`src/inc/fhp_defs.svh`:
```
/*
 * Offsets, field positions, widths and reset values of the host port front end.
 * Assumes inclusion by bare name from the package and design files.
 */
`ifndef FHP_DEFS_SVH
`define FHP_DEFS_SVH

// Input register address in hub-style cycles and in LPC memory cycles.
`define FHP_REG_HUB_ADDR   32'hFFBC_0100
`define FHP_REG_LPC_ADDR   32'hFF7C_0100
// Address bits A22-A19 carry the device select in LPC memory cycles.
`define FHP_SEL_MASK       32'h0078_0000
`define FHP_SEL_LSB        19
`define FHP_SEL_MSB        22
// Field widths.
`define FHP_GPI_W          5
`define FHP_STRAP_W        4
`define FHP_ROW_W          11
`define FHP_COL_W          8
`define FHP_ARR_W          19
`define FHP_DATA_W         8
// Reserved bits 7:5 of the input register read as zero.
`define FHP_REG_RESV       3'h0
// Reset values.
`define FHP_ADDR_RST       19'h0_0000
`define FHP_DATA_RST       8'h00

`endif

```
`src/inc/fhp_pkg.sv`:
```
/*
 * Types shared by the host port front end: request and answer carriers,
 * the bundle of synchronised pins and the host cycle states.
 * Assumes fhp_defs.svh is on the include path.
 */
`include "fhp_defs.svh"

package fhp_pkg;

    typedef struct packed {
        logic                      valid;
        logic                      hub;
        logic [`FHP_STRAP_W-1:0]   sel_field;
        logic [31:0]               addr;
        logic                      write;
    } fhp_req_type;

    typedef struct packed {
        logic                      valid;
        logic                      claim;
        logic                      reg_hit;
        logic [`FHP_DATA_W-1:0]    rdata;
    } fhp_rsp_type;

    typedef struct packed {
        logic [`FHP_GPI_W-1:0]     gpi;
        logic [`FHP_STRAP_W-1:0]   strap;
        logic                      ic;
        logic                      frame_b;
        logic                      rc;
        logic [`FHP_ROW_W-1:0]     a;
        logic                      oe_b;
        logic                      we_b;
        logic                      prst_b;
        logic [`FHP_DATA_W-1:0]    din;
    } fhp_pins_type;

    typedef enum logic [1:0] {
        FHP_IDLE,
        FHP_CLAIMED,
        FHP_IGNORE
    } fhp_host_state_type;

endpackage

```
`src/rtl/fhp_select.sv`:
```
/*
 * Device select comparator: strap against the cycle select field in hub
 * cycles, inverted strap against A22-A19 in LPC memory cycles.
 * Assumes synchronised strap levels from the caller.
 */
`timescale 1ns/1ps
`default_nettype none
`include "fhp_defs.svh"

module fhp_select (
    // Strap and cycle fields.
    input  wire logic [`FHP_STRAP_W-1:0] strap,
    input  wire logic                    hub,
    input  wire logic [`FHP_STRAP_W-1:0] sel_field,
    input  wire logic [`FHP_STRAP_W-1:0] sel_addr,
    // Result.
    output logic                         match
);
    // Hub cycles compare directly, LPC cycles against the inverse.
    assign match = hub ? (sel_field == strap) : (sel_addr == ~strap);

endmodule
`default_nettype wire

```
`src/rtl/fhp_mux_port.sv`:
```
/*
 * Multiplexed-address programming port: row/column latching, read drive
 * and write capture toward the memory array.
 * Assumes pins already synchronised to clk and a same-clock array.
 */
`timescale 1ns/1ps
`default_nettype none
`include "fhp_defs.svh"

module fhp_mux_port
    import fhp_pkg::*;
(
    // Clock and reset.
    input  wire logic                   clk,
    input  wire logic                   rst_n,
    // Mode, pins and array read data.
    input  wire logic                   en,
    input  wire fhp_pkg::fhp_pins_type  pins,
    input  wire logic [`FHP_DATA_W-1:0] array_rdata,
    // Array side.
    output logic [`FHP_ARR_W-1:0]       addr_ff,
    output logic                        wr_ff,
    output logic [`FHP_DATA_W-1:0]      wdata_ff,
    // Data pins.
    output logic [`FHP_DATA_W-1:0]      dout_ff,
    output logic                        doe_ff
);
    logic                     rc_ff;
    logic                     we_ff;
    logic [`FHP_ROW_W-1:0]    row_ff;
    logic [`FHP_COL_W-1:0]    col_ff;
    logic                     nxt_rc;
    logic                     nxt_we;
    logic [`FHP_ROW_W-1:0]    nxt_row;
    logic [`FHP_COL_W-1:0]    nxt_col;
    logic                     nxt_wr;
    logic [`FHP_DATA_W-1:0]   nxt_wdata;
    logic                     nxt_doe;
    logic                     live;

    ////////////////////////////////////////////////////////////////////////////////
    always_comb begin
        live      = en && pins.prst_b;
        nxt_rc    = pins.rc;
        nxt_we    = pins.we_b;
        nxt_row   = row_ff;
        nxt_col   = col_ff;
        nxt_wr    = 1'b0;
        nxt_wdata = wdata_ff;
        if (!live) begin
            nxt_row = '0;
            nxt_col = '0;
        end else begin
            if (rc_ff && !pins.rc) begin
                nxt_row = pins.a;
            end
            if (!rc_ff && pins.rc) begin
                nxt_col = pins.a[`FHP_COL_W-1:0];
            end
            if (!we_ff && pins.we_b && pins.oe_b) begin
                nxt_wr    = 1'b1;
                nxt_wdata = pins.din;
            end
        end
        nxt_doe = live && !pins.oe_b;
    end

    always_ff @(posedge clk or negedge rst_n) begin
        if (!rst_n) begin
            rc_ff    <= 1'b1;
            we_ff    <= 1'b1;
            row_ff   <= '0;
            col_ff   <= '0;
            wr_ff    <= 1'b0;
            wdata_ff <= `FHP_DATA_RST;
            dout_ff  <= `FHP_DATA_RST;
            doe_ff   <= 1'b0;
            addr_ff  <= `FHP_ADDR_RST;
        end else begin
            rc_ff    <= nxt_rc;
            we_ff    <= nxt_we;
            row_ff   <= nxt_row;
            col_ff   <= nxt_col;
            wr_ff    <= nxt_wr;
            wdata_ff <= nxt_wdata;
            dout_ff  <= array_rdata;
            doe_ff   <= nxt_doe;
            addr_ff  <= {nxt_col, nxt_row};
        end
    end

    ////////////////////////////////////////////////////////////////////////////////
    a_row_latch: assert property (@(posedge clk) disable iff (!rst_n)
        (en && pins.prst_b && rc_ff && !pins.rc)
        |=> addr_ff[`FHP_ROW_W-1:0] == $past(pins.a))
        else $error("Row address not latched on strobe fall.");

    a_col_latch: assert property (@(posedge clk) disable iff (!rst_n)
        (en && pins.prst_b && !rc_ff && pins.rc)
        |=> addr_ff[`FHP_ARR_W-1:`FHP_ROW_W] == $past(pins.a[`FHP_COL_W-1:0]))
        else $error("Column address not latched on strobe rise.");

    a_read_drive: assert property (@(posedge clk) disable iff (!rst_n)
        (en && pins.prst_b) |=> (doe_ff == !$past(pins.oe_b)))
        else $error("Data drive does not follow read-drive.");

    a_write_capture: assert property (@(posedge clk) disable iff (!rst_n)
        (en && pins.prst_b && pins.oe_b && !we_ff && pins.we_b)
        |=> wr_ff && (wdata_ff == $past(pins.din)) ##1 !wr_ff)
        else $error("Write not captured once on strobe rise.");

endmodule
`default_nettype wire

```
`src/rtl/fhp_top.sv`:
```
/*
 * Host port front end of a boot flash: general input register, strap-based
 * device select with standby, and the multiplexed-address programming port.
 * Assumes a same-clock framing engine that decodes host cycles into
 * HOST_REQ, and a same-clock array that reports ARRAY_BUSY.
 */
`timescale 1ns/1ps
`default_nettype none
`include "fhp_defs.svh"

module fhp_top
    import fhp_pkg::*;
(
    // Clock and reset.
    input  wire logic                    CLOCK,
    input  wire logic                    RST_B,
    // Host-side pins.
    input  wire logic [`FHP_GPI_W-1:0]   GENERAL_INPUTS,
    input  wire logic [`FHP_STRAP_W-1:0] STRAP_SELECT,
    input  wire logic                    INTERFACE_SELECT_PIN,
    input  wire logic                    FRAME_STROBE_B,
    // Decoded host cycles.
    input  wire fhp_pkg::fhp_req_type    HOST_REQ,
    output fhp_pkg::fhp_rsp_type         HOST_RSP,
    output logic                         NIBBLE_BUS_EN,
    output logic                         STANDBY,
    // Programming port pins.
    input  wire logic                    RC_STROBE,
    input  wire logic [`FHP_ROW_W-1:0]   ROW_COL_ADDR,
    input  wire logic                    READ_DRIVE_B,
    input  wire logic                    WRITE_STROBE_B,
    input  wire logic                    PROG_RESET_B,
    input  wire logic [`FHP_DATA_W-1:0]  PROG_DATA_I,
    output logic [`FHP_DATA_W-1:0]       PROG_DATA_O,
    output logic                         PROG_DATA_OE,
    // Memory array.
    input  wire logic                    ARRAY_BUSY,
    input  wire logic [`FHP_DATA_W-1:0]  ARRAY_RDATA,
    output logic [`FHP_ARR_W-1:0]        ARRAY_ADDR,
    output logic                         ARRAY_WRITE,
    output logic [`FHP_DATA_W-1:0]       ARRAY_WDATA,
    // Open-drain ready/busy.
    output logic                         READY_BUSY_O,
    output logic                         READY_BUSY_OE
);

    ////////////////////////////////////////////////////////////////////////////////
    // Reset release through two flip-flops.

    logic rst_meta_ff;
    logic rst_n;

    always_ff @(posedge CLOCK or negedge RST_B) begin
        if (!RST_B) begin
            rst_meta_ff <= 1'b0;
            rst_n       <= 1'b0;
        end else begin
            rst_meta_ff <= 1'b1;
            rst_n       <= rst_meta_ff;
        end
    end

    ////////////////////////////////////////////////////////////////////////////////
    // Pin synchronisers. No reset, so the input register has no stored value.

    fhp_pins_type pins_raw;
    fhp_pins_type pins_meta_ff;
    fhp_pins_type pins_ff;

    always_comb begin
        pins_raw.gpi     = GENERAL_INPUTS;
        pins_raw.strap   = STRAP_SELECT;
        pins_raw.ic      = INTERFACE_SELECT_PIN;
        pins_raw.frame_b = FRAME_STROBE_B;
        pins_raw.rc      = RC_STROBE;
        pins_raw.a       = ROW_COL_ADDR;
        pins_raw.oe_b    = READ_DRIVE_B;
        pins_raw.we_b    = WRITE_STROBE_B;
        pins_raw.prst_b  = PROG_RESET_B;
        pins_raw.din     = PROG_DATA_I;
    end

    always_ff @(posedge CLOCK) begin
        pins_meta_ff <= pins_raw;
        pins_ff      <= pins_meta_ff;
    end

    logic prog_mode;
    logic frame_hi;

    assign prog_mode = pins_ff.ic;
    assign frame_hi  = pins_ff.frame_b;

    ////////////////////////////////////////////////////////////////////////////////
    // Device select and register decode.
    // Host requests come from same-clock decode logic and need no synchroniser.

    logic sel_match;

    fhp_select u_select (
        .strap     (pins_ff.strap),
        .hub       (HOST_REQ.hub),
        .sel_field (HOST_REQ.sel_field),
        .sel_addr  (HOST_REQ.addr[`FHP_SEL_MSB:`FHP_SEL_LSB]),
        .match     (sel_match)
    );

    // Register address for the cycle type, select bits excluded.
    function automatic logic reg_addr_hit(input logic hub, input logic [31:0] addr);
        logic [31:0] base;
        base = hub ? `FHP_REG_HUB_ADDR : `FHP_REG_LPC_ADDR;
        return ((addr ^ base) & ~`FHP_SEL_MASK) == 32'h0000_0000;
    endfunction

    ////////////////////////////////////////////////////////////////////////////////
    // Host cycle tracking, answer and standby.

    fhp_host_state_type state_ff;
    fhp_host_state_type nxt_state;
    fhp_rsp_type        nxt_rsp;
    logic               nxt_nibble_en;
    logic               nxt_standby;
    logic               nxt_rb_oe;

    // A new request overrides whatever cycle is being tracked, so back-to-back
    // host cycles need no idle gap between them.
    always_comb begin
        nxt_state     = state_ff;
        nxt_rsp       = '0;
        nxt_nibble_en = NIBBLE_BUS_EN;
        unique case (state_ff)
            FHP_IDLE: begin
            end
            FHP_CLAIMED, FHP_IGNORE: begin
                if (frame_hi) begin
                    nxt_state     = FHP_IDLE;
                    nxt_nibble_en = 1'b0;
                end
            end
            default: begin
                nxt_state = FHP_IDLE;
            end
        endcase
        // Programming mode hides host requests: no answer and no new claim.
        if (HOST_REQ.valid && !prog_mode) begin
            nxt_rsp.valid = 1'b1;
            if (sel_match) begin
                nxt_rsp.claim   = 1'b1;
                nxt_rsp.reg_hit = reg_addr_hit(HOST_REQ.hub, HOST_REQ.addr)
                                  && !HOST_REQ.write;
                if (nxt_rsp.reg_hit) begin
                    nxt_rsp.rdata = {`FHP_REG_RESV, pins_ff.gpi};
                end
                nxt_state     = FHP_CLAIMED;
                nxt_nibble_en = 1'b1;
            end else begin
                nxt_state     = FHP_IGNORE;
                nxt_nibble_en = 1'b0;
            end
        end
        // Standby waits for a high frame strobe and an idle array, and is never
        // entered while a claimed cycle may still drive the nibble bus.
        nxt_standby = frame_hi && !ARRAY_BUSY && (nxt_state != FHP_CLAIMED);
        nxt_rb_oe   = ARRAY_BUSY;
    end

    always_ff @(posedge CLOCK or negedge rst_n) begin
        if (!rst_n) begin
            state_ff      <= FHP_IDLE;
            HOST_RSP      <= '0;
            NIBBLE_BUS_EN <= 1'b0;
            STANDBY       <= 1'b0;
            READY_BUSY_OE <= 1'b0;
        end else begin
            state_ff      <= nxt_state;
            HOST_RSP      <= nxt_rsp;
            NIBBLE_BUS_EN <= nxt_nibble_en;
            STANDBY       <= nxt_standby;
            READY_BUSY_OE <= nxt_rb_oe;
        end
    end

    // Open-drain: only ever pulls low.
    assign READY_BUSY_O = 1'b0;

    ////////////////////////////////////////////////////////////////////////////////
    // Programming port.

    fhp_mux_port u_mux_port (
        .clk         (CLOCK),
        .rst_n       (rst_n),
        .en          (prog_mode),
        .pins        (pins_ff),
        .array_rdata (ARRAY_RDATA),
        .addr_ff     (ARRAY_ADDR),
        .wr_ff       (ARRAY_WRITE),
        .wdata_ff    (ARRAY_WDATA),
        .dout_ff     (PROG_DATA_O),
        .doe_ff      (PROG_DATA_OE)
    );

    ////////////////////////////////////////////////////////////////////////////////
    // Checks.

    a_gpi_read_value: assert property (@(posedge CLOCK) disable iff (!rst_n)
        (HOST_REQ.valid && !prog_mode && sel_match && !HOST_REQ.write
         && reg_addr_hit(HOST_REQ.hub, HOST_REQ.addr))
        |=> HOST_RSP.reg_hit && HOST_RSP.rdata == {3'h0, $past(pins_ff.gpi)})
        else $error("Input register did not return pin levels.");

    a_reg_host_only: assert property (@(posedge CLOCK) disable iff (!rst_n)
        HOST_RSP.valid |-> !$past(prog_mode) && (HOST_RSP.reg_hit || HOST_RSP.rdata == 8'h00))
        else $error("Host answer given in programming mode.");

    a_prog_no_answer: assert property (@(posedge CLOCK) disable iff (!rst_n)
        prog_mode |=> !HOST_RSP.valid)
        else $error("Host cycle answered in programming mode.");

    a_hub_match_claim: assert property (@(posedge CLOCK) disable iff (!rst_n)
        (HOST_REQ.valid && !prog_mode && HOST_REQ.hub
         && HOST_REQ.sel_field == pins_ff.strap)
        |=> HOST_RSP.claim && NIBBLE_BUS_EN)
        else $error("Hub cycle with matching select not claimed.");

    a_lpc_select: assert property (@(posedge CLOCK) disable iff (!rst_n)
        (HOST_REQ.valid && !prog_mode && !HOST_REQ.hub)
        |=> HOST_RSP.claim == ($past(HOST_REQ.addr[22:19]) == ~$past(pins_ff.strap)))
        else $error("LPC select does not follow inverted strap.");

    a_mismatch_quiet: assert property (@(posedge CLOCK) disable iff (!rst_n)
        (HOST_REQ.valid && !prog_mode && !sel_match)
        |=> HOST_RSP.valid && !HOST_RSP.claim && !HOST_RSP.reg_hit && !NIBBLE_BUS_EN)
        else $error("Mismatched cycle was answered or driven.");

    a_standby_entry: assert property (@(posedge CLOCK) disable iff (!rst_n)
        (state_ff == FHP_IGNORE && frame_hi && !ARRAY_BUSY && !HOST_REQ.valid)
        |=> STANDBY && !NIBBLE_BUS_EN && state_ff == FHP_IDLE)
        else $error("Standby not entered after mismatch.");

    a_busy_low: assert property (@(posedge CLOCK) disable iff (!rst_n)
        $rose(ARRAY_BUSY) |=> READY_BUSY_OE && !STANDBY)
        else $error("Ready/busy not pulled low while busy.");

    a_busy_release: assert property (@(posedge CLOCK) disable iff (!rst_n)
        $fell(ARRAY_BUSY) |=> !READY_BUSY_OE)
        else $error("Ready/busy not released after operation.");

    a_resv_bits_zero: assert property (@(posedge CLOCK) disable iff (!rst_n)
        HOST_RSP.valid |-> HOST_RSP.rdata[7:5] == `FHP_REG_RESV)
        else $error("Reserved input register bits not zero.");

    a_reg_write_nohit: assert property (@(posedge CLOCK) disable iff (!rst_n)
        (HOST_REQ.valid && !prog_mode && HOST_REQ.write)
        |=> !HOST_RSP.reg_hit && HOST_RSP.rdata == 8'h00)
        else $error("Write to input register was treated as a read.");

    a_rsp_from_req: assert property (@(posedge CLOCK) disable iff (!rst_n)
        HOST_RSP.valid |-> $past(HOST_REQ.valid))
        else $error("Host answer given without a request.");

    a_nibble_claimed: assert property (@(posedge CLOCK) disable iff (!rst_n)
        state_ff != FHP_CLAIMED |-> !NIBBLE_BUS_EN)
        else $error("Nibble bus driven outside a claimed cycle.");

    a_claimed_awake: assert property (@(posedge CLOCK) disable iff (!rst_n)
        state_ff == FHP_CLAIMED |-> !STANDBY)
        else $error("Standby entered during a claimed cycle.");

    a_busy_awake: assert property (@(posedge CLOCK) disable iff (!rst_n)
        ARRAY_BUSY |=> !STANDBY)
        else $error("Standby entered while the array was busy.");

    a_host_addr_clear: assert property (@(posedge CLOCK) disable iff (!rst_n)
        !prog_mode |=> ARRAY_ADDR == `FHP_ADDR_RST)
        else $error("Array address moved in host mode.");

    a_host_port_quiet: assert property (@(posedge CLOCK) disable iff (!rst_n)
        !prog_mode |=> !ARRAY_WRITE && !PROG_DATA_OE)
        else $error("Programming port active in host mode.");

endmodule
`default_nettype wire

```
`config.mk`:
```
export PLATFORM = sky130hd
export DESIGN_NAME = fhp_top
export DESIGN_NICKNAME = d
export VERILOG_FILES = /design/src/inc/fhp_pkg.sv /design/src/rtl/fhp_select.sv /design/src/rtl/fhp_mux_port.sv /design/src/rtl/fhp_top.sv
export VERILOG_INCLUDE_DIRS = /design/src /design/src/inc
export SDC_FILE = /design/constraint.sdc
export NUM_CORES = 1
export LEC_CHECK = 0
export BUFFER_PORTS_ARGS = -buffer_cell sky130_fd_sc_hd__buf_2
export CAP_MARGIN = 20
export CORE_AREA = 2 2 90 92
export DETAILED_ROUTE_END_ITERATION = 10
export DIE_AREA = 0 0 92 94
export PLACE_DENSITY = 0.86
export SLEW_MARGIN = 20
export SYNTH_ARGS = -nofsm -noshare
export SYNTH_HDL_FRONTEND = slang
export SYNTH_SLANG_ARGS = --single-unit
```
`constraint.sdc`:
```
create_clock -name CLOCK -period 2.1 [get_ports CLOCK]
set_clock_uncertainty 0.05 [all_clocks]
set_input_delay 0.315 -clock CLOCK [delete_from_list [all_inputs] [get_ports CLOCK]]
set_output_delay 0.315 -clock CLOCK [all_outputs]
set_load 0.1 [all_outputs]
```
==> results.toml, run 1 <==
[worst_setup_path]
crit_slowest_cell = "buf_2"
cp-end-kind = "primary output"
crit_buf_inv = 1
cp.depth = 1
crit_chain = "buf_2"
cp.arrival_ns = 1.33
critPathMaxStageDelay_ns = 0.44
reg2regPathDepth = 4
critical_path.max_fanout = 2
cp.required_ns = 1.74
path_class = "reg -> out"
path_delay_family = "buffers and inverters"
critPathLaunchType = "flop"

[power]
total_power_mw = 6.35
p_clk_frac = 0.473
p_sw_mw = 1.66
vdd_ir_drop_max_uv = 1070
power.internal_mw = 4.70
seq_power_share = 0.399
switching_share = 0.261
p_leak_nw = 2.63
p_per_area_nw_per_um2 = 1190
comb_power_share = 0.129

[yosys]
synth.distinct_cells = 34
synthArstFlopShare = 0.443
synth_cells = 249
ys_seq_elements = 122
syn_avg_cell_area_um2 = 14.1
netlist_top_cells_area = "dfxtp_1 (39%), dfrtp_1 (37%), nand2_1 (2.9%)"
ys_warn_count = 0
synth_common_cells = "dfxtp_1 (68), dfrtp_1 (52), nand2_1 (27), a21oi_1 (11), nor2_1 (11)"
netlist.area_leader.share = 0.388
seq_area_frac_synth = 0.773
ys.flop_type = "dfxtp_1"
synth_edf_count = 0
netlist_area_um2 = 3510
synth.most_common_cell = "dfxtp_1"
synth_area_leader_cell = "dfxtp_1"

[clock_network]
cts_max_level = 4
clkSinkCount = 122
tritoncts = "built"
cts_resized = 0
cts_buffers = 17
clockBufferDepth = 2
postCtsSetupRepairBufs = 0
cts.clk_slew.worst_paths_ns = 0.06
postCtsHoldBufs = 44
clockRootBuffer = "clkbuf_8"
clk_latency_ns = 0.50

[routing]
route.met2.wl_um = 4400
avgRoutedWirePerCell_um = 14.3
totalWireLength_um = 7880
drc = 0
final_antenna_net_count = 0
vias = 2457
drtIter0Drc = 60
top_layer_used = "met4"
drtPass1Iterations = 4
wirelength_met1_um = 2910
avgViaCountPerCell = 4.45
wl_met3_um = 321

[floorplanning]
dieHeight_um = 94
die_area_um2 = 8650
io_pins = 136
core_area_um2 = 7610
start_util = 0.462
placementRows = 32
die_w_um = 92

[layout]
fillCellCount = 549
syn2layout_area_growth_pct = 52.2
multi_input_area_um2 = 714
drive_above_1_share = 0.391
nNetsFinal = 523
num_antenna_cells = 0
regArea_um2 = 2720

[placement]
place_ws_ns = 0.375
place.port_buffers = 131
hpwl_um = 4930
gp_congestion = 0.779

[sta]
period_needed_ns = 1.70
rsz0062_at_grt = "no"
fin_ws_ns = 0.403
slew_headroom = 0.422
timing.setup.tns_ns = 0
whs_ns = 0.0825
setup-violations-final = 0
period_share = 0.808
finalHoldViolations = 0
slew_viol_final = 0
clock.fmax_mhz = 589
tightestPinTransition_ns = 0.843

[global_routing]
antenna_found_initial = 0
overflow = 0
grt_pass1_vias = 2703
track_usage = 0.192
grt_pass1_wl_um = 12200
grt_max_degree = 31

[worst_hold_path]
worstHoldPathType = "in -> async"

[run]
maxCapViolations = 0

[status]
status = "completed"
[flip-flops by register name, summed over array words and instances (netlist names)]
name and flops:
pins_meta_ff 34, pins_ff 32, u_mux_port.addr_ff 19, HOST_RSP 8, u_mux_port.dout_ff 8, u_mux_port.wdata_ff 8, state_ff 2, NIBBLE_BUS_EN 1
READY_BUSY_OE 1, STANDBY 1, frame_hi 1, prog_mode 1, rst_meta_ff 1, rst_n 1, u_mux_port.doe_ff 1, u_mux_port.rc_ff 1
u_mux_port.we_ff 1, u_mux_port.wr_ff 1
[area by class of cell]
class,count,area share
timing repair buffer,178,0.212
clock inverter,8,0.0244
tap,102,0.0239
clock buffer,24,0.0939
sequential,122,0.508
multi-input combinational,112,0.134
inverter,6,0.00421
[cells by family (layout without fill, tap and decap cells)]
| family | after synthesis | after routing | synth area share |
|---|---|---|---|
| adders and majority gates | 2 | 2 | 0.00712 |
| other | 2 | 5 | 0.00214 |
| xor gates and xnor gates | 9 | 9 | 0.0224 |
| and+or+nand+nor | 63 | 63 | 0.0908 |
| buffers and inverters | 18 | 216 | 0.0267 |
| muxes | 17 | 17 | 0.0513 |
| AOI/OAI and AO/OA | 16 | 16 | 0.0264 |
| DFF | 122 | 122 | 0.773 |
[through the flow]
stage / util / instances / cell area, um^2
after detailed placement: 0.562 / 476 / 4270
final: 0.702 / 552 / 5340
after CTS: 0.702 / 552 / 5340
after floorplan: - / 252 / 3520
after global routing: 0.702 / 552 / 5340
after global placement: 0.562 / 476 / 4270
[worst paths after layout]
check | start | end | slack [ns]
min in group CLOCK | HOST_REQ[18] | HOST_RSP[8] | 0.20
min reg2reg | rst_n | u_mux_port.wdata_ff[4] | 0.21
min | RST_B | rst_n | 0.08
max | u_mux_port.wdata_ff[4] | ARRAY_WDATA[4] | 0.40
max reg2reg | pins_ff[25] | STANDBY | 0.43
max in group asynchronous | rst_n | u_mux_port.we_ff | 1.16
[layer usage]
metal,track usage,vias up
li1,-,1188
met5,0,-
met3,0.0746,21
met4,0.111,0
met1,0.193,1164
met2,0.339,84
[placed cells by master (no fill, tap or decap), types with 6 or more instances in the layout]
cell type	instances
dlygate4sd3_1	44
mux2_2	8
nand2_1	27
clkbuf_16	17
dfrtp_1	51
buf_2	131
inv_1	6
a21oi_1	11
dfxtp_1	68
mux2i_1	9
nor2_1	11
[power groups by stage]
stage          Clock (mW)  Sequential [mW]  Combinational, mW
2_1_floorplan           0             2.99              0.151
3_3_place_gp            0             2.57              0.735
3_5_place_dp            0             2.58              0.747
4_1_cts              3.04             2.54              0.813
5_1_grt              3.16             2.55              0.852
6_report             3.00             2.53              0.817
Note: power is estimated with default switching activity, not from simulation.
==> run 2, diff against run 1 <==
--- a/config.mk
+++ b/config.mk
@@ -8,10 +8,10 @@
 export LEC_CHECK = 0
 export BUFFER_PORTS_ARGS = -buffer_cell sky130_fd_sc_hd__buf_2
 export CAP_MARGIN = 20
-export CORE_AREA = 2 2 90 92
+export CORE_AREA = 2 2 94 96
 export DETAILED_ROUTE_END_ITERATION = 10
-export DIE_AREA = 0 0 92 94
-export PLACE_DENSITY = 0.86
+export DIE_AREA = 0 0 96 98
+export PLACE_DENSITY = 0.83
 export SLEW_MARGIN = 20
 export SYNTH_ARGS = -nofsm -noshare
 export SYNTH_HDL_FRONTEND = slang
==> constraint.sdc (replaced) <==
create_clock -name CLOCK -period 1.4 [get_ports CLOCK]
set_clock_uncertainty 0.05 [all_clocks]
set_input_delay 0.21 -clock CLOCK [delete_from_list [all_inputs] [get_ports CLOCK]]
set_output_delay 0.21 -clock CLOCK [all_outputs]
set_load 0.1 [all_outputs]
==> run 2 against run 1 <==
The run now ends with setup timing left. Critical path depth grew 4. Total power grew 54%. Clock power grew 45%. Die area grew 8.8%. Sequential share of layout area shrank 5.8 points. Final cell count grew 4.5%. Global-route usage shrank 0.40 points. Largest cell class unchanged.
==> results.toml, run 2 (synthesis results as in run 1) <==
[status]
status = "finished with violations"
violations = "setup timing"

[global_routing]
use_met2 = 0.337
overflow = 0
track_usage = 0.188
antenna_found_initial = 1
grt_max_degree = 36
met1_usage = 0.190
grtUsageMet3 = 0.0563
grt_pass1_vias = 2728
top_usage_layer = "met2"
grt_pass1_wl_um = 13000

[sta]
period_share = 1.04
finalHoldViolations = 0
rsz0062_at_grt = "yes"
fin_ws_ns = -0.0607
period_needed_ns = 1.46
slew_viol_final = 0
timing.setup.tns_ns = -0.0974
clock.fmax_mhz = 685
setup-violations-final = 2

[floorplanning]
io_pins = 136
dieHeight_um = 98
placementRows = 34
die_area_um2 = 9410
die_w_um = 96
core_area_um2 = 8470
start_util = 0.415

[layout]
regMostFlops = "pins_meta_ff"
layout_commonest_cell = "buf_2"
syn2layout_area_growth_pct = 71.9
nNetsFinal = 541
regArea_um2 = 2720
multi_input_area_um2 = 754
top_regs = "pins_meta_ff x34, pins_ff x32, u_mux_port.addr_ff x19"
fillCellCount = 560
final_core_util = 0.713
final_cell_mix = "buf_2 (83), dfxtp_1 (65), dfrtp_1 (51), dlygate4sd3_1 (46), nand2_1 (26)"
drive_above_1_share = 0.434
largest_reg_flops = 34

[routing]
totalWireLength_um = 8870
drtIter0Drc = 93
vias = 2576
final_antenna_net_count = 0
avgRoutedWirePerCell_um = 15.4
drtPass1Iterations = 4
avgViaCountPerCell = 4.46
drc = 0

[placement]
hpwl_um = 5140
place_ws_ns = -0.0723
gp_congestion = 0.780
place.port_buffers = 131

[worst_setup_path]
critPathLaunchType = "flop"
reg2reg_from = "pins_ff[25]"
cp.arrival_ns = 1.79
reg2reg_slack_ns = -0.06
cp-end-kind = "flop"
cp.required_ns = 1.73
critical_path.max_fanout = 11
path_class = "reg -> reg"
regToRegEndpoint = "state_ff[1]"
reg2regPathDepth = 5

[power]
seq_power_share = 0.393
p_leak_nw = 2.84
p_sw_mw = 2.71
power.internal_mw = 7.06
switching_share = 0.277
vdd_ir_drop_max_uv = 1120
p_per_area_nw_per_um2 = 1620
comb_power_share = 0.162
total_power_mw = 9.76
p_clk_frac = 0.445

[clock_network]
clkSinkCount = 122
clockBufferDepth = 2
cts.clk_slew.worst_paths_ns = 0.06
cts_buffers = 17
tritoncts = "built"
clk_latency_ns = 0.51
cts_max_level = 4
clockRootBuffer = "clkbuf_8"

[worst_hold_path]
worstHoldPathType = "in -> reg"
hold_path_end = "HOST_RSP[8]"
min_from = "HOST_REQ[17]"
hold_depth = 4

[run]
maxCapViolations = 0
[run 2: cell types whose count changed in the layout (fill, tap and decap cells not counted), sizes merged]
cell / change
buf: +16
clkbuf: -5
clkinv: +4
inv: +4
clkinvlp: -2
dlygate4sd3: +2
bufinv: -1
diode: +1
[run 2: power by group through the flow]
stage / registers [mW] / logic [mW] / clock network (mW)
2_1_floorplan: 4.49 / 0.231 / 0
3_3_place_gp: 3.84 / 1.15 / 0
3_5_place_dp: 3.85 / 1.17 / 0
4_1_cts: 3.81 / 1.41 / 4.38
5_1_grt: 3.86 / 1.64 / 4.62
6_report: 3.84 / 1.58 / 4.34
[run 2: critical path, stage by stage (launching register included)]
cell and delay, ns:
dfxtp_2 0.32, xor2_1 0.16, nor4_1 0.25, mux2i_1 0.11, buf_4 0.19, a22o_1 0.26
[run 2: through the flow]
step	cells	hold WS [ns]	cell area, um^2
after global placement	490	-0.0530	4370
after global routing	577	0.00514	6040
final	577	0.0104	6040
after floorplan	252	-0.136	3530
after detailed placement	490	-0.0501	4370
after CTS	569	0.0797	5740
[run 2: area by class of cell]
class	instances	area share
tap	108	0.0224
timing repair buffer	196	0.297
inverter	6	0.00373
antenna	1	0.000414
sequential	122	0.450
clock inverter	13	0.0257
clock buffer	19	0.0750
multi-input combinational	112	0.125
[run 2: layer usage]
layer  wire, um  part of all wire
met1       3020              0.34
met2       5200              0.59
met3        333             0.038
met4        310             0.035
met5          0                 0
[run 2: worst max-delay path by stage]
stage / startpoint / to / depth (start not counted)
2_1_floorplan: state_ff[0] / STANDBY / 6
3_3_place_gp: pins_ff[27] / STANDBY / 5
3_5_place_dp: state_ff[1] / STANDBY / 6
4_1_cts: pins_ff[27] / state_ff[1] / 5
5_1_grt: state_ff[1] / STANDBY / 6
6_report: pins_ff[25] / state_ff[1] / 5
[run 2: repair_timing]
action	in CTS	in global routing
resized for setup	92	59
setup endpoints to repair	50	51
hold buffers	46	0
pin swaps	1	6
buffers inserted	1	7
endpoints found under the hold margin	47	0
==> run 3, diff against run 2 <==
--- a/config.mk
+++ b/config.mk
@@ -11,7 +11,7 @@
 export CORE_AREA = 2 2 94 96
 export DETAILED_ROUTE_END_ITERATION = 10
 export DIE_AREA = 0 0 96 98
-export PLACE_DENSITY = 0.83
+export PLACE_DENSITY = 0.79
 export SLEW_MARGIN = 20
 export SYNTH_ARGS = -nofsm -noshare
 export SYNTH_HDL_FRONTEND = slang
==> constraint.sdc (replaced) <==
create_clock -name CLOCK -period 1.4 [get_ports CLOCK]
set_clock_uncertainty 0.05 [all_clocks]
set_input_delay 0.21 -clock CLOCK [delete_from_list [all_inputs] [get_ports CLOCK]]
set_output_delay 0.21 -clock CLOCK [all_outputs]
set_load 0.005 [all_outputs]
==> run 3 against run 2 <==
The run still ends with setup timing left. Non-clock buffer count shrank 3. Largest power group unchanged. Routed wire length is 14% lower. Clock power rose by 7.1%. Sequential cell count stayed put. Critical path type unchanged. Die area is the same. Via count decreased by 3.3%. Total power decreased by 6.9%. Combinational power down 59%. Utilization shrank 5.5 points. Count of clock-buffer cells in the layout is 1 lower. Critical path depth did not move.
==> results.toml, run 3 (synthesis results as in run 1) <==
[status]
status = "finished with violations"
violations = "setup timing"

[routing]
drtIter0Drc = 63
totalWireLength_um = 7660
avgViaCountPerCell = 4.35
drc = 0
vias = 2491
drtPass1Iterations = 4
avgRoutedWirePerCell_um = 13.4
final_antenna_net_count = 0

[clock_network]
clockRootBuffer = "clkbuf_8"
tritoncts = "built"
clkSinkCount = 122
cts.clk_slew.worst_paths_ns = 0.06
cts_max_level = 4
clockBufferDepth = 2
clk_latency_ns = 0.50
cts_buffers = 17

[worst_setup_path]
cp.depth = 5
reg2reg_slack_ns = -0.07
path_delay_family = "flip-flops"
reg2regPathDepth = 5
crit_chain = "xnor2_1 -> nor4_2 -> mux2i_1 -> buf_4 -> a22o_1"
cp.arrival_ns = 1.80
critPathMaxStageDelay_ns = 0.33
cp-endpoint = "state_ff[1]"
cp-end-kind = "flop"
crit_slowest_cell = "dfxtp_2"
regToRegEndpoint = "state_ff[1]"
critical_path.max_fanout = 6
crit_buf_inv = 1
path_class = "reg -> reg"
critPathLaunchType = "flop"
crit_start = "pins_ff[28]"
cp.required_ns = 1.73
reg2reg_from = "pins_ff[28]"

[sta]
rsz0062_at_grt = "yes"
period_share = 1.05
fin_ws_ns = -0.0715
period_needed_ns = 1.47
clock.fmax_mhz = 680
setup-violations-final = 5
slew_viol_final = 0
finalHoldViolations = 0

[floorplanning]
placementRows = 34
core_area_um2 = 8470
die_w_um = 96
io_pins = 136
dieHeight_um = 98
die_area_um2 = 9410
start_util = 0.415

[layout]
syn2layout_area_growth_pct = 58.7
fillCellCount = 587
regArea_um2 = 2720
layout_commonest_cell = "buf_2"
regMostFlops = "pins_meta_ff"
fin_cells = 573
largest_reg_flops = 34
drive_above_1_share = 0.452
top_regs = "pins_meta_ff x34, pins_ff x32, u_mux_port.addr_ff x19"
nNetsFinal = 538
num_antenna_cells = 0
final_cell_mix = "buf_2 (131), dfxtp_1 (65), dfrtp_1 (51), dlygate4sd3_1 (46), nand2_1 (26)"
multi_input_area_um2 = 796

[run]
maxCapViolations = 0

[power]
p_per_area_nw_per_um2 = 1630
power.internal_mw = 7.13
seq_power_share = 0.417
switching_share = 0.215
comb_power_share = 0.072
p_clk_frac = 0.512
p_leak_nw = 2.74
vdd_ir_drop_max_uv = 925
p_sw_mw = 1.96

[global_routing]
grt_pass1_wl_um = 12300
grt_pass1_vias = 2677
use_met2 = 0.292
met1_usage = 0.197
overflow = 0
top_usage_layer = "met2"
grtUsageMet3 = 0.0625
antenna_found_initial = 0
track_usage = 0.177
grt_max_degree = 28

[placement]
hpwl_um = 4920
place.port_buffers = 131
gp_congestion = 0.792
place_ws_ns = -0.0554
dp.cells = 492

[worst_hold_path]
worstHoldPathType = "in -> reg"
-- run 3: cell count changes in the layout (fill, tap and decap cells not counted), moves of 2 or more --
cell | previous run | this run
buf_6 | 25 | 2
nor3b_1 | 5 | 3
buf_12 | 24 | 1
buf_8 | 3 | 0
o21ai_2 | 0 | 2
buf_2 | 83 | 131
clkinv_4 | 5 | 2
buf_4 | 15 | 13
nor3b_2 | 0 | 2
bufinv_16 | 2 | 4
-- run 3: worst min-delay path by stage --
stage / start / end / depth (start not counted)
final: HOST_REQ[0] / HOST_RSP[8] / 5
after global routing: HOST_REQ[0] / HOST_RSP[8] / 5
after CTS: HOST_REQ[38] / HOST_RSP[9] / 3
after detailed placement: RST_B / rst_meta_ff / 1
after global placement: RST_B / rst_meta_ff / 1
after floorplan: RST_B / rst_meta_ff / 0
-- run 3: worst reg2reg max path, cell delays in order (launching register included) --
cell and delay, ns:
dfxtp_2 0.33, xnor2_1 0.14, nor4_2 0.28, mux2i_1 0.13, buf_4 0.18, a22o_1 0.25
-- run 3: repair_timing --
action	CTS	global route
cloned	1	0
buffers inserted	1	1
endpoints found under the hold margin	46	1
pin swaps	6	7
resized for setup	7	18
setup endpoints to repair	6	18
hold buffers	45	1
-- run 3: layout make-up --
class | instances | area share
timing repair buffer | 193 | 0.225
clock inverter | 14 | 0.0368
tap | 108 | 0.0242
multi-input combinational | 112 | 0.143
sequential | 122 | 0.488
inverter | 6 | 0.00404
clock buffer | 18 | 0.0788
-- run 3: through the flow --
stage	util	area, um^2	hold slack, ns	total power, mW	setup TNS [ns]
final	0.658	5570	0.133	9.09	-0.177
after global routing	0.658	5570	0.132	9.43	-0.859
after CTS	0.648	5490	0.0242	9.12	-0.231
after detailed placement	0.515	4360	-0.0424	4.34	-0.134
after global placement	0.515	4360	-0.0497	4.31	-0.0869
after floorplan	-	3530	-0.136	4.05	0
-- run 3: per-layer routing --
layer	up-vias	wire length, um
met2	82	4170
met5	-	0
met1	1172	2950
met4	0	210
met3	20	330
li1	1217	-
-- run 3: power groups by stage --
| stage | clock, mW | sequential (mW) | combinational, mW |
|---|---|---|---|
| floorplan | 0 | 3.86 | 0.186 |
| global placement | 0 | 3.84 | 0.470 |
| detailed placement | 0 | 3.85 | 0.490 |
| CTS | 4.72 | 3.79 | 0.623 |
| global route | 4.90 | 3.81 | 0.721 |
| finish | 4.65 | 3.79 | 0.652 |
